<file path="config.mk">
export PLATFORM = sky130hd
export DESIGN_NAME = amps_sequencer
export DESIGN_NICKNAME = d
export VERILOG_FILES = /design/src/verilog/amps_pkg.sv /design/src/verilog/amps_carrier_div.sv /design/src/verilog/amps_sequencer.sv
export SDC_FILE = /design/constraint.sdc
export NUM_CORES = 1
export LEC_CHECK = 0
export ABC_AREA = 1
export ABC_CLOCK_PERIOD_IN_PS = 2300
export BUFFER_PORTS_ARGS = -buffer_cell sky130_fd_sc_hd__buf_2
export CAP_MARGIN = 20
export CORE_MARGIN = 2
export CORE_UTILIZATION = 61
export DETAILED_ROUTE_END_ITERATION = 8
export GPL_ROUTABILITY_DRIVEN = 0
export PLACE_DENSITY = 0.87
export SLEW_MARGIN = 15
export SYNTH_ARGS = -nofsm -noshare
export SYNTH_HDL_FRONTEND = slang
export SYNTH_HIERARCHICAL = 1
export SYNTH_SLANG_ARGS = --single-unit
</file>
<file path="constraint.sdc">
create_clock -name core_clk -period 2.3 [get_ports core_clk]
set_input_delay 0.345 -clock core_clk [delete_from_list [all_inputs] [get_ports core_clk]]
set_output_delay 0.345 -clock core_clk [all_outputs]
set_load 0.005 [all_outputs]
</file>
<file path="src/verilog/amps_pkg.sv">
// constants for the amplifier mode and protection sequencer
// Function
// - three operating states chosen by mode select: standby, mute, on.
// - mute keeps both channels running but suppresses the audio.
// - on state runs both channels and passes audio.
// - leaving standby holds mute about 220 ms before mute or on; mute to on is immediate.
// - low temperature fault forces both enables low immediately, no clock.
// - temperature fault release raises enables immediately, no added delay.
// - fault inputs idle high by pull-up; open-drain lines wire-OR.
// - two fault inputs, temperature and overcurrent, shared by stages.
// - one stage enable output per channel.
// - DC level on oscillator pin selects external carrier, internal off.
// - internal carrier runs at about 300 kHz.
// - overcurrent forces enables low at once; retry every 220 ms.
// - standby-to-mute checks outputs for shorts; start-up halts until clear.
package amps_pkg;
  localparam int unsigned CLK_HZ        = 250_000_000;
  localparam int unsigned DWELL_MS      = 220;
  localparam int unsigned RETRY_MS      = 220;
  localparam int unsigned CARRIER_HZ    = 300_000;
  localparam longint unsigned DWELL_CYC = longint'(CLK_HZ) * DWELL_MS / 1000;
  localparam longint unsigned RETRY_CYC = longint'(CLK_HZ) * RETRY_MS / 1000;
  localparam int unsigned CARRIER_DIV   = CLK_HZ / CARRIER_HZ;
  localparam int unsigned CNT_W         = 26;
  localparam int unsigned DIV_W         = 10;
  // mode select encodings
  localparam logic [1:0] MODE_STANDBY   = 2'h0;
  localparam logic [1:0] MODE_MUTE      = 2'h1;
  localparam logic [1:0] MODE_ON        = 2'h2;
  typedef enum logic [2:0] {
    ST_STANDBY,
    ST_CHECK,
    ST_DWELL,
    ST_MUTE,
    ST_ON
  } amps_state_e;
endpackage

</file>
<file path="src/verilog/amps_carrier_div.sv">
// carrier enable divider for the internal oscillator
`timescale 1ns/1ns
module amps_carrier_div #(
  parameter int unsigned DIV = amps_pkg::CARRIER_DIV
) (
  // clock and reset
  input  wire logic core_clk,
  input  wire logic nrst,
  // control
  input  wire logic run,
  // output
  output logic      tick
);
  logic [amps_pkg::DIV_W-1:0] cnt;
  logic [amps_pkg::DIV_W-1:0] next_cnt;
  logic                       next_tick;

  // free count, one pulse per carrier period
  always_comb
  begin
    next_cnt  = cnt + 1'b1;
    next_tick = 1'b0;
    if (!run)
    begin
      next_cnt = '0;
    end
    else if (cnt == amps_pkg::DIV_W'(DIV - 1))
    begin
      next_cnt  = '0;
      next_tick = 1'b1;
    end
  end

  always_ff @(posedge core_clk or negedge nrst)
  begin
    if (!nrst)
    begin
      cnt  <= '0;
      tick <= 1'b0;
    end
    else
    begin
      cnt  <= next_cnt;
      tick <= next_tick;
    end
  end
endmodule

</file>
<file path="src/verilog/amps_sequencer.sv">
// mode sequencing and fault protection for a two-channel class-d controller
`timescale 1ns/1ns
module amps_sequencer #(
  parameter longint unsigned DWELL_CYC = amps_pkg::DWELL_CYC,
  parameter longint unsigned RETRY_CYC = amps_pkg::RETRY_CYC
) (
  // clock and reset
  input  wire logic       core_clk,
  input  wire logic       nrst,
  // mode select, from comparators off the pin
  input  wire logic [1:0] mode_sel,
  // fault lines from the power stages, active low
  input  wire logic       temperature_fault_in_n,
  input  wire logic       overcurrent_fault_in_n,
  // start-up short check result from feedback comparators
  input  wire logic       output_short_in,
  // oscillator pin: dc level above ground and external carrier edges
  input  wire logic       osc_dc_high,
  input  wire logic       osc_ext_in,
  // stage enables
  output logic            channel_a_stage_enable,
  output logic            channel_b_stage_enable,
  // status to the modulator
  output logic            modulator_run,
  output logic            audio_pass,
  output logic            carrier_tick,
  output logic            ext_carrier_sel
);
  // mode select synchroniser, standby while in reset
  logic [1:0] mode_s1;
  logic [1:0] mode_s2;
  always_ff @(posedge core_clk or negedge nrst)
  begin
    if (!nrst)
    begin
      mode_s1 <= amps_pkg::MODE_STANDBY;
      mode_s2 <= amps_pkg::MODE_STANDBY;
    end
    else
    begin
      mode_s1 <= mode_sel;
      mode_s2 <= mode_s1;
    end
  end

  // overcurrent synchroniser; resets to the pulled-up idle level so
  // no false trip follows reset
  logic       cur_s1;
  logic       cur_s2;
  always_ff @(posedge core_clk or negedge nrst)
  begin
    if (!nrst)
    begin
      cur_s1 <= 1'b1;
      cur_s2 <= 1'b1;
    end
    else
    begin
      cur_s1 <= overcurrent_fault_in_n;
      cur_s2 <= cur_s1;
    end
  end

  // start-up short detector synchroniser
  logic       sh_s1;
  logic       sh_s2;
  always_ff @(posedge core_clk or negedge nrst)
  begin
    if (!nrst)
    begin
      sh_s1 <= 1'b0;
      sh_s2 <= 1'b0;
    end
    else
    begin
      sh_s1 <= output_short_in;
      sh_s2 <= sh_s1;
    end
  end

  // oscillator pin synchronisers; ext_d is one stage more for the edge
  logic       dc_s1;
  logic       dc_s2;
  logic       ext_s1;
  logic       ext_s2;
  logic       ext_d;
  always_ff @(posedge core_clk or negedge nrst)
  begin
    if (!nrst)
    begin
      dc_s1  <= 1'b0;
      dc_s2  <= 1'b0;
      ext_s1 <= 1'b0;
      ext_s2 <= 1'b0;
      ext_d  <= 1'b0;
    end
    else
    begin
      dc_s1  <= osc_dc_high;
      dc_s2  <= dc_s1;
      ext_s1 <= osc_ext_in;
      ext_s2 <= ext_s1;
      ext_d  <= ext_s2;
    end
  end

  // carrier source: internal divider off while external selected
  logic int_tick;
  amps_carrier_div #(
    .DIV (amps_pkg::CARRIER_DIV)
  ) u_div (
    .core_clk (core_clk),
    .nrst     (nrst),
    .run      (!dc_s2),
    .tick     (int_tick)
  );

  // sequencer state
  amps_pkg::amps_state_e     state, next_state;
  logic [amps_pkg::CNT_W-1:0] dwell, next_dwell;
  logic [amps_pkg::CNT_W-1:0] retry, next_retry;
  logic                       cur_trip, next_cur_trip;
  logic                       en_q, next_en_q;
  logic                       tick_q, next_tick_q;

  // next state: mode request, dwell and short check
  always_comb
  begin
    next_state = state;
    next_dwell = dwell;
    case (state)
      amps_pkg::ST_STANDBY:
      begin
        if (mode_s2 != amps_pkg::MODE_STANDBY)
        begin
          next_state = amps_pkg::ST_CHECK;
        end
      end
      amps_pkg::ST_CHECK:
      begin
        if (mode_s2 == amps_pkg::MODE_STANDBY)
        begin
          next_state = amps_pkg::ST_STANDBY;
        end
        else if (!sh_s2)
        begin
          next_state = amps_pkg::ST_DWELL;
          next_dwell = '0;
        end
      end
      amps_pkg::ST_DWELL:
      begin
        if (mode_s2 == amps_pkg::MODE_STANDBY)
        begin
          next_state = amps_pkg::ST_STANDBY;
        end
        else if (dwell == amps_pkg::CNT_W'(DWELL_CYC - 1))
        begin
          next_state = (mode_s2 == amps_pkg::MODE_ON) ? amps_pkg::ST_ON
                                                      : amps_pkg::ST_MUTE;
        end
        else
        begin
          next_dwell = dwell + 1'b1;
        end
      end
      amps_pkg::ST_MUTE:
      begin
        if (mode_s2 == amps_pkg::MODE_STANDBY)
        begin
          next_state = amps_pkg::ST_STANDBY;
        end
        else if (mode_s2 == amps_pkg::MODE_ON)
        begin
          next_state = amps_pkg::ST_ON;
        end
      end
      amps_pkg::ST_ON:
      begin
        // leaving on is immediate, no dwell
        if (mode_s2 == amps_pkg::MODE_STANDBY)
        begin
          next_state = amps_pkg::ST_STANDBY;
        end
        else if (mode_s2 != amps_pkg::MODE_ON) // unused code 3 counts as mute
        begin
          next_state = amps_pkg::ST_MUTE;
        end
      end
      default:
      begin
        next_state = amps_pkg::ST_STANDBY;
      end
    endcase
  end

  // state and dwell registers
  always_ff @(posedge core_clk or negedge nrst)
  begin
    if (!nrst)
    begin
      state <= amps_pkg::ST_STANDBY;
      dwell <= '0;
    end
    else
    begin
      state <= next_state;
      dwell <= next_dwell;
    end
  end

  // overcurrent trip and retry timer; a trip is only taken while the
  // stages are enabled, so a stuck line cannot lock out start-up
  always_comb
  begin
    next_cur_trip = cur_trip;
    next_retry    = retry;
    if (state == amps_pkg::ST_STANDBY || next_state == amps_pkg::ST_STANDBY)
    begin
      // standby forgets any trip and ignores the fault lines
      next_cur_trip = 1'b0;
      next_retry    = '0;
    end
    else if (cur_trip)
    begin
      if (retry == amps_pkg::CNT_W'(RETRY_CYC - 1))
      begin
        next_cur_trip = 1'b0;
        next_retry    = '0;
      end
      else
      begin
        next_retry = retry + 1'b1;
      end
    end
    else if (!cur_s2 && en_q)
    begin
      next_cur_trip = 1'b1;
      next_retry    = '0;
    end
  end

  // trip and retry registers
  always_ff @(posedge core_clk or negedge nrst)
  begin
    if (!nrst)
    begin
      cur_trip <= 1'b0;
      retry    <= '0;
    end
    else
    begin
      cur_trip <= next_cur_trip;
      retry    <= next_retry;
    end
  end

  // stage enable and carrier pulse
  always_comb
  begin
    // stages run in dwell, mute and on once the start-up check has passed
    next_en_q   = (next_state == amps_pkg::ST_MUTE || next_state == amps_pkg::ST_ON
                   || next_state == amps_pkg::ST_DWELL) && !next_cur_trip;
    // external edges count only while the dc level selects them
    next_tick_q = dc_s2 ? (ext_s2 && !ext_d) : int_tick;
  end

  // enable and pulse registers
  always_ff @(posedge core_clk or negedge nrst)
  begin
    if (!nrst)
    begin
      en_q   <= 1'b0;
      tick_q <= 1'b0;
    end
    else
    begin
      en_q   <= next_en_q;
      tick_q <= next_tick_q;
    end
  end

  // fault gating is combinational so a low line cuts the enables with no
  // clock edge; the temperature line needs no synchroniser on this path.
  // the raw overcurrent line also gates so the cut is immediate, the
  // synchronised copy starts the retry timer.
  // no hysteresis here, the power stage owns it
  logic [1:0] stage_en;
  for (genvar ch = 0; ch < 2; ch++)
  begin : g_stage
    assign stage_en[ch] = en_q && temperature_fault_in_n
                          && overcurrent_fault_in_n;
  end
  assign channel_a_stage_enable = stage_en[0];
  assign channel_b_stage_enable = stage_en[1];

  // modulator status
  assign modulator_run   = en_q;
  assign audio_pass      = en_q && (state == amps_pkg::ST_ON);
  assign carrier_tick    = tick_q;
  assign ext_carrier_sel = dc_s2;
endmodule

</file>
==> impl_metrics.toml <==
[timing]
max_freq_ghz = 0.4871
tightest_slew_ns = 0.5668
rsz0062_at_grt = "false"
skew_ns = 0.008710
final_hold_viol_count = 0
setup_viol = 0
finalHoldWorstSlack_ns = 0.08571
slew_viol_final = 0
relSlewSlack_pct = 62.21
finalCriticalPeriod_ns = 2.053
fin_crit_sh_pct = 89.26
setup_tns_ns = 0

[clock_tree]
cts_tree = "yes"
cts_made_buffers = 9
clk_latency_ns = 0.36
cts_buffer_depth = 2
root_buffer = "clkbuf_8"
cts_setup_buffers = 0
cts.sinks = 82
htreeDepth = 3
path_clk_slew_ns = 0.09

[yosys]
synth_top_cells_by_area = "dfrtp_1, nand2_1, nor2_1"
yosysTopAreaCellShare_pct = 40.85
ys_ff_latch = 82
synth-main-ff-cell = "dfrtp_1"
ys_top_cells_by_count = "nand2_1, nor2_1, dfrtp_1"
yosysTopAreaCell = "dfrtp_1"
synth.most_common_cell = "nand2_1"
ys_types = 36
seq_area_frac_synth_pct = 41.92
synth_edf_count = 0
syn_area_per_cell_um2 = 7.271
yosysWarningCount = 6
syn-num-nets = 687
syn_area_um2 = 4901
synthArstFlopShare_pct = 100.0
synth_cells = 674

[job]
drv_cap = 0

[routing]
num_vias = 4572
drc_errors = 0
detail_route.wl_per_cell_um = 14.42
wl_met1_um = 4589
viasPerCell = 5.722
wl_met2_um = 5569
first_iter_violations = 355
dr.pass1.iters = 5
wl_um = 11520
maxUsedRoutingLayer = "met4"
antenna_left = 0
met3_length_um = 915

[final_layout]
drive_gt1_share_pct = 10.76
final_cell_area_um2 = 5278
final_nets = 705
antenna_cells = 0
area_growth_pct = 7.684

[critical_path]
crit_fanout = 22
critical_path_arrival_ns = 2.30
path_buf_inv = 2
crit_family = "simple AND/OR/NAND/NOR gates"
path_cells = "ha_1 -> nand2_2 -> nor2_4 -> inv_2 -> nor2_4 -> nand2_1 -> nand2_1 -> nand2_2 -> nand2_8 -> inv_4 -> nand2_1 -> o21ai_1"
reg2reg_slack_ns = 0.25
crit_path_frequent_cell = "nand2_1"
rr_worst_depth = 12
worst_setup_path_start_kind = "flip-flop"
end_kind = "flip-flop"
cpMaxStageDelayCell = "dfrtp_1"
required_ns = 2.55
r2r-start = "dwell[0]$_DFFE_PN0P_"
crit_type = "reg -> reg"
rr_endpoint = "dwell[20]$_DFFE_PN0P_"
cpPeakStageDelay_ns = 0.46

[global_routing]
grt_usage_pct = 27.92
first_global_vias = 4385
grt_pass1_wl_um = 19540
antenna_found_initial = 0
grt_start_max_net_pins = 47
grt-ovfl-total = 0

[placed_design]
place_area_um2 = 5052
io_buffers = 14
post-dp-hpwl_um = 8261

[die]
io_pins = 15
initial_utilization_pct = 63.10
die_area_um2 = 8768
die_h_um = 93.64
placementRows = 32
die_w_um = 93.64
coreArea_um2 = 7767

[hold_path]
hp-start = "mode_sel[0]"
whs_path_depth = 1
hold_end = "mode_s1[0]$_DFF_PN0_"
min_path_type = "in -> reg"

[pwr]
vdd_drop_max_mv = 0.4848
power.leakage_nw = 2.251
pwr_density_cell_nw_per_um2 = 663.3

[status]
status = "finished, final reports clean"
final cells by class:
class                           instances  area (um2)
Clock buffer                           11       141.4
Clock inverter                          5       62.56
Fill cell                             611        2490
Inverter                               78       295.3
Multi-Input combinational cell        500        2456
Sequential cell                        82        2054
Tap cell                              102       127.6
Timing Repair Buffer                   21       140.1
cell usage in the layout (no fill, tap or decap), types with 12 or more instances in the layout:
cell and n:
nand2_1 176, nor2_1 115, nand2_2 13, xor2_1 24, o22ai_1 12, dfrtp_1 80, buf_2 13, inv_1 75
nor3_1 19, o21ai_0 23, nand4_1 15, nand3_1 47
state kept, by name, summed over array words and instances (netlist names), 2 cells and up:
register	count
dwell	26
mode_s1	2
mode_s2	2
retry	26
state	3
u_div/cnt	10
per-stage QoR:
stage / cells / setup WS [ns] / power [W] / util, %
2_1_floorplan: 674 / 0.5585 / 0.002264 / -
3_3_place_gp: 782 / 0.2776 / 0.002358 / 65.05
3_5_place_dp: 782 / 0.1313 / 0.002399 / 65.05
4_1_cts: 799 / 0.1078 / 0.003483 / 67.80
5_1_grt: 799 / 0.05608 / 0.003682 / 67.94
6_report: 799 / 0.2471 / 0.003501 / 67.94
how the worst max path moves through the flow:
| stage | startpoint | to | slack [ns] | cells after the start |
|---|---|---|---|---|
| 4_1_cts | dwell[0]$_DFFE_PN0P_ | dwell[20]$_DFFE_PN0P_ | 0.11 | 12 |
| 5_1_grt | dwell[0]$_DFFE_PN0P_ | dwell[8]$_DFFE_PN0P_ | 0.06 | 12 |
| 6_report | dwell[0]$_DFFE_PN0P_ | dwell[20]$_DFFE_PN0P_ | 0.25 | 12 |
| 3_3_place_gp | dwell[0]$_DFFE_PN0P_ | dwell[14]$_DFFE_PN0P_ | 0.28 | 12 |
| 3_5_place_dp | dwell[0]$_DFFE_PN0P_ | dwell[20]$_DFFE_PN0P_ | 0.13 | 12 |
| 2_1_floorplan | dwell[0]$_DFFE_PN0P_ | dwell[1]$_DFFE_PN0P_ | 0.56 | 13 |
worst register-to-register path: stages, from the launching register on:
cell	delay [ns]
dfrtp_1	0.46
ha_1	0.29
nand2_2	0.11
nor2_4	0.16
inv_2	0.08
nor2_4	0.10
nand2_1	0.09
nand2_1	0.09
nand2_2	0.11
nand2_8	0.17
inv_4	0.13
nand2_1	0.09
o21ai_1	0.06
what timing repair did:
action | CTS | global route
endpoints found under the setup margin | 0 | 15
hold buffers | 1 | 0
endpoints found under the hold margin | 13 | 0
gates resized for setup | 0 | 3
where the power goes:
part	internal [W]	switching, W	leakage, nW
Combinational	0.000217	0.000615	1.05
Clock	0.000538	0.000550	0.0962
Sequential	0.00151	0.0000761	1.11
Total	0.00226	0.00124	2.25
layer usage:
metal  global-route usage, %  vias up
li1                        -     2179
met1                   35.31     2101
met2                   46.88      239
met3                   4.432       53
met4                   13.16        0
met5                       0        -
logic make-up after synthesis:
| group | after synthesis | synth area share [%] |
|---|---|---|
| AOI/OAI and AO/OA | 65 | 7.965 |
| DFF | 82 | 41.92 |
| and+or+nand+nor | 401 | 35.59 |
| xor gates and xnor gates | 30 | 5.361 |
| adders and majority gates | 4 | 1.021 |
| buffers and inverters | 92 | 8.144 |
No activity file was read; power rests on OpenSTA's default activity.
